--- config.mk ---
export PLATFORM = sky130hd
export DESIGN_NAME = cis_clock_irq
export DESIGN_NICKNAME = d
export VERILOG_FILES = /design/src/cis_pkg.sv /design/src/cis_clk_ctrl.sv /design/src/cis_clock_irq.sv /design/src/cis_irq_bit.sv
export VERILOG_INCLUDE_DIRS = /design/src
export SDC_FILE = /design/constraint.sdc
export NUM_CORES = 1
export LEC_CHECK = 0
export BUFFER_PORTS_ARGS = -buffer_cell sky130_fd_sc_hd__buf_2
export CORE_MARGIN = 4
export CORE_UTILIZATION = 46
export DETAILED_ROUTE_END_ITERATION = 8
export MAX_ROUTING_LAYER = met4
export PLACE_DENSITY = 0.83
export RECOVER_POWER = 100
export SKIP_CTS_REPAIR_TIMING = 1
export SLEW_MARGIN = 30
export SYNTH_ARGS = -nofsm -noshare
export SYNTH_HDL_FRONTEND = slang
export SYNTH_SLANG_ARGS = --single-unit
--- constraint.sdc ---
create_clock -name aclk -period 4.1 [get_ports aclk]
set_clock_uncertainty 0.15 [all_clocks]
set_input_delay 0.205 -clock aclk [delete_from_list [all_inputs] [get_ports aclk]]
set_output_delay 0.205 -clock aclk [all_outputs]
set_load 0.05 [all_outputs]
--- src/cis_regs.svh ---
// register map, field positions and reset values of the clock interrupt and status block
// assumes byte addresses on a 32-bit register bus, one aligned word per register
`ifndef CIS_REGS_SVH
`define CIS_REGS_SVH

`define CIS_ADDR_W         12
`define CIS_OFF_EN_SET     12'h304
`define CIS_OFF_EN_CLEAR   12'h308
`define CIS_OFF_PENDING    12'h30C
`define CIS_OFF_FAST_RUN   12'h408
`define CIS_OFF_FAST_STAT  12'h40C
`define CIS_OFF_SLOW_RUN   12'h414
`define CIS_OFF_SLOW_STAT  12'h418

`define CIS_BIT_FAST       0
`define CIS_BIT_SLOW       1
`define CIS_BIT_RUN        0
`define CIS_BIT_SRC        0
`define CIS_BIT_STATE      16

`define CIS_RESET_WORD     32'h00000000
`define CIS_RESP_OKAY      2'h0
`define CIS_RESP_SLVERR    2'h2
`define CIS_SRC_CRYSTAL    2'h1

`endif

--- src/cis_pkg.sv ---
// types shared by the clock interrupt and status block
// assumes cis_regs.svh supplies all numeric constants
package cis_pkg;

    typedef enum logic [1:0] {
        st_stopped  = 2'b00,
        st_starting = 2'b01,
        st_running  = 2'b10
    } cis_clk_state_e;

    // task triggers and oscillator feedback for one clock
    typedef struct packed {
        logic       start;
        logic       stop;
        logic       osc_ready;
        logic [1:0] src_sel;
    } cis_clk_task_s;

    // run and status report of one clock
    typedef struct packed {
        logic       run_status;
        logic       running;
        logic [1:0] src_req;
        logic       started;
    } cis_clk_stat_s;

endpackage : cis_pkg

--- src/cis_clk_ctrl.sv ---
// start/stop sequencing of one clock source with its run and state report
// assumes start/stop are one-cycle pulses and osc_ready is a level synchronous to aclk
`timescale 1ns/1ns
module cis_clk_ctrl (
    // clock and reset
    input  wire logic                   aclk,
    input  wire logic                   aresetn,
    // tasks in, status out
    input  wire cis_pkg::cis_clk_task_s clk_task,
    output cis_pkg::cis_clk_stat_s      stat
);

    cis_pkg::cis_clk_state_e state;
    cis_pkg::cis_clk_state_e next_state;
    cis_pkg::cis_clk_stat_s  next_stat;

    always_comb begin
        next_state        = state;
        next_stat         = stat;
        next_stat.started = 1'b0;
        case (state)
            cis_pkg::st_stopped: begin
                if (clk_task.start) begin
                    next_state = cis_pkg::st_starting;
                end
            end
            cis_pkg::st_starting: begin
                if (clk_task.osc_ready) begin
                    next_state        = cis_pkg::st_running;
                    next_stat.started = 1'b1;
                end
            end
            cis_pkg::st_running: begin
            end
            default: begin
                next_state = cis_pkg::st_stopped;
            end
        endcase
        if (clk_task.start) begin
            next_stat.run_status = 1'b1;
            next_stat.src_req    = clk_task.src_sel;
        end
        // stop wins over a start in the same cycle
        if (clk_task.stop) begin
            next_state           = cis_pkg::st_stopped;
            next_stat.run_status = 1'b0;
            next_stat.started    = 1'b0;
        end
        next_stat.running = (next_state == cis_pkg::st_running);
    end

    always_ff @(posedge aclk) begin
        if (!aresetn) begin
            state <= cis_pkg::st_stopped;
            stat  <= '0;
        end else begin
            state <= next_state;
            stat  <= next_stat;
        end
    end

endmodule : cis_clk_ctrl

--- src/cis_clock_irq.sv ---
// top of the clock interrupt and status block: AXI4-Lite slave, two clock sequencers, two event bits
// assumes tasks and oscillator feedback are synchronous to aclk; event clears come from the event_clear input, not from a register
`timescale 1ns/1ns
`include "cis_regs.svh"
module cis_clock_irq (
    // clock and reset
    input  wire logic                          aclk,
    input  wire logic                          aresetn,
    // axi4-lite write address
    input  wire logic                          awvalid,
    output logic                               awready,
    input  wire logic [`CIS_ADDR_W-1:0]        awaddr,
    // axi4-lite write data
    input  wire logic                          wvalid,
    output logic                               wready,
    input  wire logic [31:0]                   wdata,
    input  wire logic [3:0]                    wstrb,
    // axi4-lite write response
    output logic                               bvalid,
    input  wire logic                          bready,
    output logic [1:0]                         bresp,
    // axi4-lite read
    input  wire logic                          arvalid,
    output logic                               arready,
    input  wire logic [`CIS_ADDR_W-1:0]        araddr,
    output logic                               rvalid,
    input  wire logic                          rready,
    output logic [31:0]                        rdata,
    output logic [1:0]                         rresp,
    // clock tasks and oscillator feedback
    input  wire cis_pkg::cis_clk_task_s        fast_task,
    input  wire cis_pkg::cis_clk_task_s        slow_task,
    input  wire logic [1:0]                    event_clear,
    // events and interrupt
    output logic                               fast_clock_started_event,
    output logic                               slow_clock_started_event,
    output logic                               irq_request
);

    cis_pkg::cis_clk_stat_s   fast_stat;
    cis_pkg::cis_clk_stat_s   slow_stat;
    cis_pkg::cis_clk_task_s   fast_req;
    logic [1:0]               ev_pulse;
    logic [1:0]               ev_flag;
    logic [1:0]               en;
    logic [1:0]               pend;
    logic [1:0]               en_set;
    logic [1:0]               en_clear;

    // write path state
    logic                     aw_held;
    logic [`CIS_ADDR_W-1:0]   aw_addr_q;
    logic                     w_held;
    logic [31:0]              w_data_q;
    logic [3:0]               w_strb_q;
    logic                     next_aw_held;
    logic [`CIS_ADDR_W-1:0]   next_aw_addr_q;
    logic                     next_w_held;
    logic [31:0]              next_w_data_q;
    logic [3:0]               next_w_strb_q;
    logic                     next_awready;
    logic                     next_wready;
    logic                     next_bvalid;
    logic [1:0]               next_bresp;
    logic                     aw_ok;
    logic                     w_ok;
    logic                     do_write;
    logic [`CIS_ADDR_W-1:0]   wr_addr;
    logic [31:0]              wr_data;
    logic [3:0]               wr_strb;

    // read path state
    logic                     next_arready;
    logic                     next_rvalid;
    logic [31:0]              next_rdata;
    logic [1:0]               next_rresp;
    logic                     next_irq;

    // the fast clock always asks for the crystal source
    always_comb begin
        fast_req         = fast_task;
        fast_req.src_sel = `CIS_SRC_CRYSTAL;
    end

    cis_clk_ctrl u_fast (
        .aclk     (aclk),
        .aresetn  (aresetn),
        .clk_task (fast_req),
        .stat     (fast_stat)
    );

    cis_clk_ctrl u_slow (
        .aclk     (aclk),
        .aresetn  (aresetn),
        .clk_task (slow_task),
        .stat     (slow_stat)
    );

    assign ev_pulse[`CIS_BIT_FAST] = fast_stat.started;
    assign ev_pulse[`CIS_BIT_SLOW] = slow_stat.started;

    genvar gi;
    generate
        for (gi = 0; gi < 2; gi++) begin : g_irq
            cis_irq_bit u_bit (
                .aclk         (aclk),
                .aresetn      (aresetn),
                .event_pulse  (ev_pulse[gi]),
                .event_clear  (event_clear[gi]),
                .enable_set   (en_set[gi]),
                .enable_clear (en_clear[gi]),
                .event_flag   (ev_flag[gi]),
                .enable       (en[gi]),
                .pending      (pend[gi])
            );
        end
    endgenerate

    assign fast_clock_started_event = ev_flag[`CIS_BIT_FAST];
    assign slow_clock_started_event = ev_flag[`CIS_BIT_SLOW];

    // write path: address and data are taken in either order, then one response
    always_comb begin
        aw_ok          = aw_held | (awvalid & awready);
        w_ok           = w_held | (wvalid & wready);
        wr_addr        = aw_held ? aw_addr_q : awaddr;
        wr_data        = w_held ? w_data_q : wdata;
        wr_strb        = w_held ? w_strb_q : wstrb;
        do_write       = aw_ok & w_ok & ~bvalid;
        next_aw_held   = aw_ok & ~do_write;
        next_aw_addr_q = wr_addr;
        next_w_held    = w_ok & ~do_write;
        next_w_data_q  = wr_data;
        next_w_strb_q  = wr_strb;
        next_bvalid    = bvalid & ~bready;
        next_bresp     = bresp;
        en_set         = 2'h0;
        en_clear       = 2'h0;
        if (do_write) begin
            next_bvalid = 1'b1;
            next_bresp  = `CIS_RESP_OKAY;
            case (wr_addr)
                `CIS_OFF_EN_SET: begin
                    en_set = wr_strb[0] ? wr_data[1:0] : 2'h0;
                end
                `CIS_OFF_EN_CLEAR: begin
                    en_clear = wr_strb[0] ? wr_data[1:0] : 2'h0;
                end
                // status registers are read only; writes are accepted and dropped
                `CIS_OFF_PENDING, `CIS_OFF_FAST_RUN, `CIS_OFF_FAST_STAT,
                `CIS_OFF_SLOW_RUN, `CIS_OFF_SLOW_STAT: begin
                end
                default: begin
                    next_bresp = `CIS_RESP_SLVERR;
                end
            endcase
        end
        // no new address or data while a response waits
        next_awready = ~next_aw_held & ~next_bvalid;
        next_wready  = ~next_w_held & ~next_bvalid;
    end

    // read path: one read at a time, data sampled at the address handshake
    always_comb begin
        next_rvalid  = rvalid & ~rready;
        next_rdata   = rdata;
        next_rresp   = rresp;
        if (arvalid & arready) begin
            next_rvalid = 1'b1;
            next_rdata  = `CIS_RESET_WORD;
            next_rresp  = `CIS_RESP_OKAY;
            case (araddr)
                `CIS_OFF_EN_SET, `CIS_OFF_EN_CLEAR: begin
                    next_rdata[1:0] = en;
                end
                `CIS_OFF_PENDING: begin
                    next_rdata[`CIS_BIT_FAST] = pend[`CIS_BIT_FAST];
                    next_rdata[`CIS_BIT_SLOW] = pend[`CIS_BIT_SLOW];
                end
                `CIS_OFF_FAST_RUN: begin
                    next_rdata[`CIS_BIT_RUN] = fast_stat.run_status;
                end
                `CIS_OFF_FAST_STAT: begin
                    next_rdata[`CIS_BIT_SRC]   = fast_stat.running;
                    next_rdata[`CIS_BIT_STATE] = fast_stat.running;
                end
                `CIS_OFF_SLOW_RUN: begin
                    next_rdata[`CIS_BIT_RUN] = slow_stat.run_status;
                end
                `CIS_OFF_SLOW_STAT: begin
                    next_rdata[`CIS_BIT_SRC+1:`CIS_BIT_SRC] = slow_stat.src_req;
                    next_rdata[`CIS_BIT_STATE]              = slow_stat.running;
                end
                default: begin
                    next_rresp = `CIS_RESP_SLVERR;
                end
            endcase
        end
        next_arready = ~next_rvalid;
        next_irq     = |pend;
    end

    always_ff @(posedge aclk) begin
        if (!aresetn) begin
            aw_held     <= 1'b0;
            aw_addr_q   <= '0;
            w_held      <= 1'b0;
            w_data_q    <= `CIS_RESET_WORD;
            w_strb_q    <= 4'h0;
            awready     <= 1'b0;
            wready      <= 1'b0;
            bvalid      <= 1'b0;
            bresp       <= `CIS_RESP_OKAY;
            arready     <= 1'b0;
            rvalid      <= 1'b0;
            rdata       <= `CIS_RESET_WORD;
            rresp       <= `CIS_RESP_OKAY;
            irq_request <= 1'b0;
        end else begin
            aw_held     <= next_aw_held;
            aw_addr_q   <= next_aw_addr_q;
            w_held      <= next_w_held;
            w_data_q    <= next_w_data_q;
            w_strb_q    <= next_w_strb_q;
            awready     <= next_awready;
            wready      <= next_wready;
            bvalid      <= next_bvalid;
            bresp       <= next_bresp;
            arready     <= next_arready;
            rvalid      <= next_rvalid;
            rdata       <= next_rdata;
            rresp       <= next_rresp;
            irq_request <= next_irq;
        end
    end

    chk_enable_set_one:
    assert property (@(posedge aclk) disable iff (!aresetn)
        do_write && wr_addr == `CIS_OFF_EN_SET && wr_strb[0] && wr_data[0] |=> en[0])
    else $error("enable set write did not enable fast interrupt");

    chk_enable_set_zero:
    assert property (@(posedge aclk) disable iff (!aresetn)
        do_write && wr_addr == `CIS_OFF_EN_SET && !wr_data[1] |=> en[1] == $past(en[1]))
    else $error("writing zero to enable set changed the enable");

    chk_enable_clear:
    assert property (@(posedge aclk) disable iff (!aresetn)
        do_write && wr_addr == `CIS_OFF_EN_CLEAR && wr_strb[0] && wr_data[1] |=> !en[1])
    else $error("enable clear write did not disable slow interrupt");

    chk_enable_readback:
    assert property (@(posedge aclk) disable iff (!aresetn)
        arvalid && arready && araddr == `CIS_OFF_EN_CLEAR |=> rvalid && rdata[1:0] == $past(en))
    else $error("enable readback wrong");

    chk_pending_read:
    assert property (@(posedge aclk) disable iff (!aresetn)
        arvalid && arready && araddr == `CIS_OFF_PENDING |=> rdata == {30'h0, $past(pend)})
    else $error("pending readback wrong");

    chk_pending_def:
    assert property (@(posedge aclk) disable iff (!aresetn) pend == (ev_flag & en))
    else $error("pending differs from flag and enable");

    chk_irq_or:
    assert property (@(posedge aclk) disable iff (!aresetn)
        (pend != 2'h0) ##1 (pend != 2'h0) |-> irq_request)
    else $error("interrupt request missing while pending");

    chk_started_event:
    assert property (@(posedge aclk) disable iff (!aresetn)
        $rose(fast_stat.running) |-> fast_stat.started ##1 fast_clock_started_event)
    else $error("fast clock running without started event");

    chk_stop_state:
    assert property (@(posedge aclk) disable iff (!aresetn)
        fast_task.stop |=> !fast_stat.running && !fast_stat.run_status)
    else $error("fast clock state not cleared by stop task");

    chk_fast_run:
    assert property (@(posedge aclk) disable iff (!aresetn)
        fast_task.start && !fast_task.stop |=> fast_stat.run_status)
    else $error("fast run status not set by start task");

    chk_slow_src:
    assert property (@(posedge aclk) disable iff (!aresetn)
        slow_task.start && !slow_task.stop |=> slow_stat.src_req == $past(slow_task.src_sel))
    else $error("slow requested source not captured");

    chk_fast_src_read:
    assert property (@(posedge aclk) disable iff (!aresetn)
        arvalid && arready && araddr == `CIS_OFF_FAST_STAT |=> rdata[0] == $past(fast_stat.running))
    else $error("fast source field wrong");

    cov_fast_start: cover property (@(posedge aclk) disable iff (!aresetn)
        fast_task.start ##[1:20] fast_stat.running);
    cov_irq_raise: cover property (@(posedge aclk) disable iff (!aresetn) $rose(irq_request));
    cov_pend_read: cover property (@(posedge aclk) disable iff (!aresetn)
        rvalid && rready && rdata[1:0] == 2'h3);

endmodule : cis_clock_irq

--- src/cis_irq_bit.sv ---
// one started-event flag with its interrupt enable and pending bit
// assumes all inputs are one-cycle pulses synchronous to aclk
`timescale 1ns/1ns
module cis_irq_bit (
    // clock and reset
    input  wire logic aclk,
    input  wire logic aresetn,
    // event and enable control
    input  wire logic event_pulse,
    input  wire logic event_clear,
    input  wire logic enable_set,
    input  wire logic enable_clear,
    // state
    output logic      event_flag,
    output logic      enable,
    output logic      pending
);

    logic next_event_flag;
    logic next_enable;
    logic next_pending;

    always_comb begin
        // a new event outranks a clear in the same cycle
        next_event_flag = event_pulse | (event_flag & ~event_clear);
        next_enable     = enable_set | (enable & ~enable_clear);
        next_pending    = next_event_flag & next_enable;
    end

    always_ff @(posedge aclk) begin
        if (!aresetn) begin
            event_flag <= 1'b0;
            enable     <= 1'b0;
            pending    <= 1'b0;
        end else begin
            event_flag <= next_event_flag;
            enable     <= next_enable;
            pending    <= next_pending;
        end
    end

endmodule : cis_irq_bit

* After elaboration in Yosys (flattened, before gate mapping) *
Index checks and enable logic that the tools add are counted.

storage, ports and cells
  output and inout port bits = 44
  register bits after elaboration = 48

operators by class
  equal/unequal tests = 20
  reductions and logical operators = 10
  bitwise logic cells = 38
  multiplexer cells = 25

operators with widths
  operator              number
  $eq 12x11->1 const B  8
  $eq 12x10->1 const B  6
  $mux 2                14
  $and 1x1->1           17
  $not 1->1             15
  $reduce_or 7->1       2
  $mux 12               1
  $pmux 2 s3            2
  $eq 2x2->1 const B    4
  $reduce_or 2->1       4
  $or 1x1->1            6
  $pmux 1 s6            1
  $reduce_or 3->1       2
  $mux 1                5
  $eq 2x1->1 const B    2
  $logic_not 2->1       2
  $pmux 1 s3            1
  $pmux 1 s2            1

* Depth between registers and ports, before layout *
Gate-level depths: netlist of the first run.

  depth after elaboration = 9
  mapped depth = 6
  gate-level depth less buffers = 5

* Hierarchy *
A second synthesis of the first run with hierarchy kept.

unflattened totals
  cell total of the unflattened synthesis = 251
  area total of the unflattened synthesis = 2353.5 um^2

by module, submodules not included
  module         cells each  instances  sequential area each (um^2)  area an instance (um^2)
  cis_clock_irq  191         1          560.5                        1680.4
  cis_clk_ctrl   22          2          140.1                        237.7
  cis_irq_bit    8           2          60.1                         98.8

* Least setup slack after synthesis of the first run *
Ideal clock, no wire load.

  path kind = flip-flop to flip-flop
  start = reg wready
  end = reg g_irq[0].u_bit.enable
  arrival = 1.585 ns
  path buffers = 0
  library setup time = 0.132 ns
  cell stages (with the launch flop) = 6
  slack = 2.233 ns
  cell sequence = dfxtp_1 > a21oi_1 > nor3_1 > o211ai_1 > o21ai_1 > a21oi_1

between the ends
  longest elaborated chain between the ends = 8

ends and longest elaborated chain
  element                     line                  text
  start: declaration          cis_clock_irq.sv:15   output logic wready,
  start signal: assignment    cis_clock_irq.sv:226  wready <= next_wready;
  $and 1x1->1 *               cis_clock_irq.sv:125  w_ok = w_held | (wvalid & wready);
  $or 1x1->1 *                cis_clock_irq.sv:125
  $and 1x1->1 * (2 in a row)  cis_clock_irq.sv:129  do_write = aw_ok & w_ok & ~bvalid;
  $mux 2                      cis_clock_irq.sv:139  if (do_write) begin
  $not 1->1                   cis_irq_bit.sv:26     next_enable = enable_set | (enable & ~enable_clear);
  $and 1x1->1                 cis_irq_bit.sv:26
  $or 1x1->1 *                cis_irq_bit.sv:26
  end signal: assignment      cis_irq_bit.sv:37     enable <= next_enable;
  end: declaration            cis_irq_bit.sv:15     output logic enable,

Mark *: on every way between the ends. The rest lies on a longest branch, timed or not.
A chain may end at the register's enable or synchronous reset.

* Worst setup path in the final report of the first run *
  start = reg aw_held
  end = reg g_irq[0].u_bit.enable

between the ends
  longest elaborated chain between the ends = 7

ends and longest elaborated chain
  element                                      line                                        text
  start: declaration                           cis_clock_irq.sv:51                         logic aw_held;
  start signal: assignment                     cis_clock_irq.sv:220                        aw_held <= next_aw_held;
  $mux 12 or $or 1x1->1 (tied branches)        cis_clock_irq.sv:126, cis_clock_irq.sv:124
  $eq 12x10->1 or $and 1x1->1 (tied branches)  cis_clock_irq.sv:142, cis_clock_irq.sv:129
  $mux 2 or $and 1x1->1 (tied branches)        cis_clock_irq.sv:142, cis_clock_irq.sv:129
  $mux 2                                       cis_clock_irq.sv:139
  $not 1->1                                    cis_irq_bit.sv:26
  $and 1x1->1                                  cis_irq_bit.sv:26
  $or 1x1->1 *                                 cis_irq_bit.sv:26

Marks and branches as above.

==> impl_metrics.py, run 1 <==
metrics = {
    "sta": {
        "slew-limit-headroom": 0.420,
        "max_freq_ghz": 0.406,
        "rsz0062_at_grt": "false",
        "finalMaxSlewViolations": 0,
        "tightest_slew_ns": 0.869,
        "fin_crit_sh": 0.601,
        "whs_ns": -0.00352,
        "timing.final.crit_period_ns": 2.46,
        "hold_viol_final": 1,
        "tns_ns": 0,
        "setup_viol": 0,
    },
    "logic_synthesis": {
        "muxShareOfSynthArea": 0.117,
        "synth_fa_ha_area_frac": 0,
        "synth_top_area_frac": 0.425,
        "synthFlopType": "dfxtp_1",
        "yosysSeqAreaShare": 0.425,
        "syn_avg_cell_area_um2": 8.89,
        "ys_ff_latch": 46,
        "synth_edf_count": 0,
        "synth_area_leader_cell": "dfxtp_1",
        "yosys_warnings": 0,
        "synth-simple-area-share": 0.198,
        "synth_compound_area_frac": 0.123,
        "synthesis.area_mm2": 0.00217,
        "synth_cells": 244,
        "synth_top_family_by_area": "simple AND/OR/NAND/NOR gates",
        "synth_xor_area_frac": 0.00404,
        "ys_top_cells_by_area": "dfxtp_1, buf_4, mux2i_1",
        "synthArstFlopShare": 0,
        "synth_cell_type_count": 41,
    },
    "clock_tree": {
        "clock_latency_ns": 0.29,
        "cts_buffer_depth": 2,
        "root_buffer": "clkbuf_8",
        "clkTransAtPathRegs_ns": 0.08,
        "cts_tree": "built",
        "clock_sinks": 46,
        "cts_inserted_buffers": 5,
        "htree_levels": 2,
    },
    "pwr": {
        "p_leak_nw": 1.02,
        "ir_worst_vdd_mv": 0.188,
        "power_density_mw_per_mm2": 406,
    },
    "worst_setup_path": {
        "crit_family": "flip-flops",
        "start_kind": "flop",
        "crit_end": "g_irq[0].u_bit.enable$_SDFF_PN0_",
        "worstPathCellList": "or2b_1, nor3_1, o21ai_0, o21ai_0, a21oi_1",
        "endpoint_kind": "flop",
        "rrSetupSlack_ns": 1.64,
        "worstRegToRegCells": 5,
        "path_depth": 5,
        "critPathMaxStageDelay_ns": 0.86,
        "setup.worst_path.class": "flop to flop",
        "crit_top_cell": "o21ai_0",
        "worst_r2r_endpoint": "g_irq[0].u_bit.enable$_SDFF_PN0_",
        "required_ns": 4.08,
        "crit_start": "aw_held$_SDFF_PN0_",
        "crit_slowest_cell": "dfxtp_1",
        "crit_fanout": 20,
        "r2r_start": "aw_held$_SDFF_PN0_",
        "critPathBufInv": 0,
        "crit_arrival_ns": 2.44,
    },
    "place": {
        "dp.cells": 343,
        "place.gp.congestion": 0.793,
        "port_buffers": 56,
        "dpl.hpwl_mm": 3.29,
    },
    "global_route": {
        "grt_start_max_net_pins": 29,
        "track_usage": 0.151,
        "grt_pass1_vias": 1589,
        "gr-total-overflow": 0,
        "grt_pass1_wl_mm": 7.16,
        "antenna_found_initial": 0,
    },
    "run_status": {
        "status": "finished, violations left",
        "violations": "hold timing",
    },
    "die": {
        "die_w_um": 76.7,
        "start_util": 0.488,
        "core_mm2": 0.00444,
        "dieArea_mm2": 0.00588,
        "pin_count": 123,
        "die_y_um": 76.7,
        "row_count": 24,
    },
    "drt": {
        "avgViaCountPerCell": 4.91,
        "vias": 1724,
        "drt_wl_total_mm": 4.31,
        "drt_iter0_markers": 109,
        "drc": 0,
        "first_pass_iters": 5,
        "avgRoutedWirePerCell_um": 12.3,
        "drtAntennaViolNets": 0,
    },
    "layout": {
        "drive_above_1_share": 0.187,
        "fin_cells": 351,
        "area_growth_pct": 13.3,
        "fin_nets": 378,
        "diodes": 0,
    },
    "hold_path": {
        "hold_path_class": "input pin to flop",
    },
    "job": {
        "maxCapViolCount": 0,
    },
}
[kinds of logic after synthesis]
| family | count (synthesis) |
|---|---|
| flops | 46 |
| other cells | 1 |
| buf+inv | 42 |
| simple gates | 89 |
| mux | 24 |
| xor+xnor | 1 |
| compound gates | 41 |
[worst min-delay path, stage by stage]
cell	delay (ns)
buf_2	0.08
mux2i_1	0.05
nor2_1	0.07
[state kept, by name, summed over array words and instances (netlist names)]
name and cells:
g_irq.u_bit.event_flag 2, wready 1, aw_held 1, w_data_q 2, arready 1, aw_addr_q 12
rvalid 1, rresp 1, u_slow.state 2, w_strb_q 1, g_irq.u_bit.enable 2, bvalid 1
w_held 1, awready 1, u_fast.state 2, g_irq.u_bit.pending 2, u_fast.stat 3, bresp 1
rdata 3, u_slow.stat 5, irq_request 1
[where the power goes]
group          internal (mW)  switching (mW)
clock network          0.195           0.139
logic                 0.0488           0.131
registers              0.468          0.0171
total                  0.712           0.287
[cell usage after synthesis (2+ instances only)]
master     n
nor2_1    36
nor4b_1    2
nand3_1    6
a22oi_1    3
and2_1     3
buf_1      2
mux2i_1   14
dfxtp_1   46
nor4_1     2
nand2_1   14
mux2_2    10
nand2b_1   4
o31ai_1    2
o21a_1     2
clkbuf_1   3
a21boi_1   2
buf_4     31
a21oi_1   14
nor3b_1    3
inv_1      2
o21ai_0    9
o21ai_1    2
buf_2      2
nor3_1    10
or4_1      2
nor2b_1    3
[cell type report]
type / instances / area (um2)
clock buffers: 6 / 82.6
multi-input cells: 186 / 1080
inverters: 3 / 11.3
fillers: 415 / 1990
repair buffers: 57 / 272
well taps: 52 / 65.1
clock inverters: 1 / 30.0
flip-flops and latches: 46 / 921
[layer usage]
| metal | up-vias | GRT usage | share of wire |
|---|---|---|---|
| li1 | 891 | - | - |
| met2 | 57 | 0.245 | 0.48 |
| met4 | 0 | 0.0507 | 0.010 |
| met5 | - | - | 0 |
| met1 | 771 | 0.181 | 0.44 |
| met3 | 5 | 0.0422 | 0.071 |
[cells in the final DEF (no fill, tap or decap), types with 6 or more instances in the layout]
master    Yosys  routed
dfxtp_1      46      46
buf_2         2      41
nor2_1       36      36
conb_1        1      31
clkbuf_1      3      15
nand2_1      14      14
a21oi_1      14      14
mux2i_1      14      14
o21ai_0       9      11
nor3_1       10      10
nand3_1       6       6
mux2_2       10       6
clkbuf_8      0       6
[how the worst min path moves through the flow]
stage / from / endpoint / slack (ns) / cells after the start
final: slow_task[1] / u_slow.stat[2]$_SDFFE_PN0P_ / -0.004 / 3
after floorplan: fast_task[4] / u_fast.stat[4]$_SDFFE_PP0P_ / 0.17 / 2
after detailed placement: fast_task[4] / u_fast.stat[4]$_SDFFE_PP0P_ / 0.28 / 3
after global routing: slow_task[1] / u_slow.stat[2]$_SDFFE_PN0P_ / 0.03 / 3
after global placement: fast_task[4] / u_fast.stat[4]$_SDFFE_PP0P_ / 0.28 / 3
after CTS: fast_task[4] / u_fast.stat[4]$_SDFFE_PP0P_ / -0.03 / 3
[per-stage QoR]
stage           util  total power, mW  area, um2  hold slack [ns]  worst slack, ns
4_1_cts        0.555             1.01       2470          -0.0258             1.73
2_1_floorplan      -            0.659       2280            0.171             2.23
3_5_place_dp   0.530            0.676       2350            0.279             1.75
3_3_place_gp   0.530            0.672       2350            0.276             1.78
6_report       0.553            0.999       2460         -0.00352             1.64
5_1_grt        0.553             1.04       2460           0.0271             1.37
(Power assumes the default switching activity.)
==> run 2, diff against run 1 <==
Settings changed: CORE_UTILIZATION 46 to 40, PLACE_DENSITY 0.83 to 0.77.
Clock period 4.1 ns to 2 ns, I/O delays scaled along.
==> run 2 against run 1 <==
Net effect: wire length grew 7.2%; die area grew 13%; via count grew 6.9%; combinational power grew 130%; power grew 97%; clock-buffer cell count grew 1; core utilization shrank 3.3 points; sequential cell count is the same; critical path depth is the same; global-route usage shrank 1.1 points; fmax grew 33%; the flow still finishes with violations (hold timing); cell area grew 9.5%.
==> impl_metrics.py, run 2 (synthesized netlist as in run 1, its figures left out) <==
metrics = {
    "pwr": {
        "p_int_mw": 1.37,
        "swShare": 0.306,
        "power_density_mw_per_mm2": 733,
        "p_switching_uw": 603,
        "pwr-share-clk": 0.290,
        "p_leak_nw": 1.12,
        "p_comb_frac": 0.209,
        "ir_worst_vdd_mv": 0.330,
        "pwr-share-seq": 0.501,
    },
    "worst_setup_path": {
        "crit_fanout": 7,
        "worstRegToRegCells": 5,
        "required_ns": 2.01,
        "crit_slowest_cell": "dfxtp_1",
        "r2r_start": "aw_held$_SDFF_PN0_",
        "critPathMaxStageDelay_ns": 0.49,
        "start_kind": "flop",
        "endpoint_kind": "flop",
        "setup.worst_path.class": "flop to flop",
        "worst_r2r_endpoint": "g_irq[0].u_bit.enable$_SDFF_PN0_",
        "crit_arrival_ns": 1.87,
        "rrSetupSlack_ns": 0.14,
        "worstPathCellList": "or4b_1, o41ai_2, o211ai_1, o21ai_1, a21oi_1",
    },
    "sta": {
        "hold_viol_final": 9,
        "tightest_slew_ns": 0.610,
        "finalMaxSlewViolations": 0,
        "setup_viol": 0,
        "max_freq_ghz": 0.538,
        "whs_ns": -0.0533,
        "tns_ns": 0,
        "slew-limit-headroom": 0.595,
        "timing.final.crit_period_ns": 1.86,
        "fin_crit_sh": 0.929,
        "rsz0062_at_grt": "false",
    },
    "run_status": {
        "status": "finished, violations left",
        "violations": "hold timing",
    },
    "hold_path": {
        "hold_end": "w_strb_q[0]$_SDFF_PN0_",
        "hold_path.startpoint": "wstrb[0]",
        "hold_path_class": "input pin to flop",
        "worstHoldPathCells": 3,
    },
    "layout": {
        "largest_reg_flops": 12,
        "regMostFlops": "aw_addr_q",
        "top_regs": "aw_addr_q (12), u_slow.stat (5)",
        "fin_cells": 395,
        "area_growth_pct": 24.1,
        "diodes": 0,
        "drive_above_1_share": 0.194,
        "final_common_cell": "dfxtp_1",
        "final_cell_mix": "dfxtp_1, buf_2, nor2_1",
        "fin_nets": 403,
    },
    "global_route": {
        "grt_start_max_net_pins": 29,
        "grt_pass1_vias": 1584,
        "grt_pass1_wl_mm": 7.00,
        "gr-total-overflow": 0,
        "antenna_found_initial": 0,
        "track_usage": 0.140,
    },
    "drt": {
        "drt_wl_total_mm": 4.62,
        "avgRoutedWirePerCell_um": 11.7,
        "avgViaCountPerCell": 4.67,
        "drtAntennaViolNets": 0,
        "first_pass_iters": 4,
        "drc": 0,
        "vias": 1843,
        "drt_iter0_markers": 65,
    },
    "clock_tree": {
        "htree_levels": 2,
        "cts_buffer_depth": 2,
        "clkTransAtPathRegs_ns": 0.08,
        "clock_sinks": 46,
        "cts_tree": "built",
        "root_buffer": "clkbuf_8",
        "cts_inserted_buffers": 5,
        "clock_latency_ns": 0.30,
    },
    "die": {
        "pin_count": 123,
        "die_w_um": 81.6,
        "core_mm2": 0.00517,
        "dieArea_mm2": 0.00666,
        "row_count": 26,
        "die_y_um": 81.6,
        "start_util": 0.419,
    },
    "place": {
        "dpl.hpwl_mm": 3.41,
        "dp.cells": 367,
        "port_buffers": 56,
        "place.gp.congestion": 0.762,
    },
    "job": {
        "maxCapViolCount": 0,
    },
}
run 2: changes by cell type in the layout (fill, tap and decap cells not counted), sizes merged:
| cell | before | now |
|---|---|---|
| dlygate4sd3 | 1 | 20 |
| buf | 41 | 45 |
| clkbuf | 21 | 24 |
| bufinv | 1 | 0 |
| clkinv | 0 | 1 |
run 2: worst max path at each step:
stage                  startpoint                          endpoint  slack (ns)  cells after the start
6_report       aw_held$_SDFF_PN0_  g_irq[0].u_bit.enable$_SDFF_PN0_        0.14                      5
3_3_place_gp   aw_held$_SDFF_PN0_  g_irq[0].u_bit.enable$_SDFF_PN0_        0.19                      5
5_1_grt        aw_held$_SDFF_PN0_  g_irq[1].u_bit.enable$_SDFF_PN0_       0.005                      5
4_1_cts        aw_held$_SDFF_PN0_  g_irq[0].u_bit.enable$_SDFF_PN0_        0.12                      5
3_5_place_dp   aw_held$_SDFF_PN0_  g_irq[1].u_bit.enable$_SDFF_PN0_        0.14                      5
2_1_floorplan   wready$_SDFF_PN0_  g_irq[0].u_bit.enable$_SDFF_PN0_        0.13                      5
run 2: area by class of cell:
cell class	count	area, um2
Timing Repair Buffer	82	499
Multi-Input combinational cell	186	1080
Clock inverter	1	5.00
Sequential cell	46	921
Clock buffer	7	86.3
Tap cell	70	87.6
Fill cell	494	2480
Inverter	3	11.3
run 2: stage by stage:
step | cell area, um2 | hold WS [ns] | util | worst slack (ns) | total power, mW
after floorplan | 2280 | 0.0658 | - | 0.133 | 1.35
after global placement | 2420 | 0.174 | 0.468 | 0.194 | 1.39
after detailed placement | 2420 | 0.177 | 0.468 | 0.145 | 1.39
after CTS | 2510 | -0.136 | 0.486 | 0.115 | 1.97
after global routing | 2690 | 0.00324 | 0.520 | 0.00479 | 2.07
final | 2690 | -0.0533 | 0.520 | 0.142 | 1.97
run 2: critical path, delay by kind of cell, from the launching register on:
family | cells | cell delay, ns
compound gates | 4 | 0.61
flops | 1 | 0.49
simple gates | 1 | 0.49
run 2: layer usage:
metal / GRT usage / wire, um / vias to the layer above
met4: 0.0548 / 52 / 0
met1: 0.166 / 1950 / 841
met2: 0.230 / 2340 / 53
li1: - / - / 944
met5: - / 0 / -
met3: 0.0329 / 275 / 5
run 2: power by group through the flow:
| stage | clock network [mW] | registers (mW) | logic (mW) |
|---|---|---|---|
| floorplan | 0 | 1.04 | 0.312 |
| global placement | 0 | 1.01 | 0.381 |
| detailed placement | 0 | 1.01 | 0.387 |
| CTS | 0.591 | 0.987 | 0.388 |
| global route | 0.632 | 0.994 | 0.448 |
| finish | 0.572 | 0.988 | 0.412 |
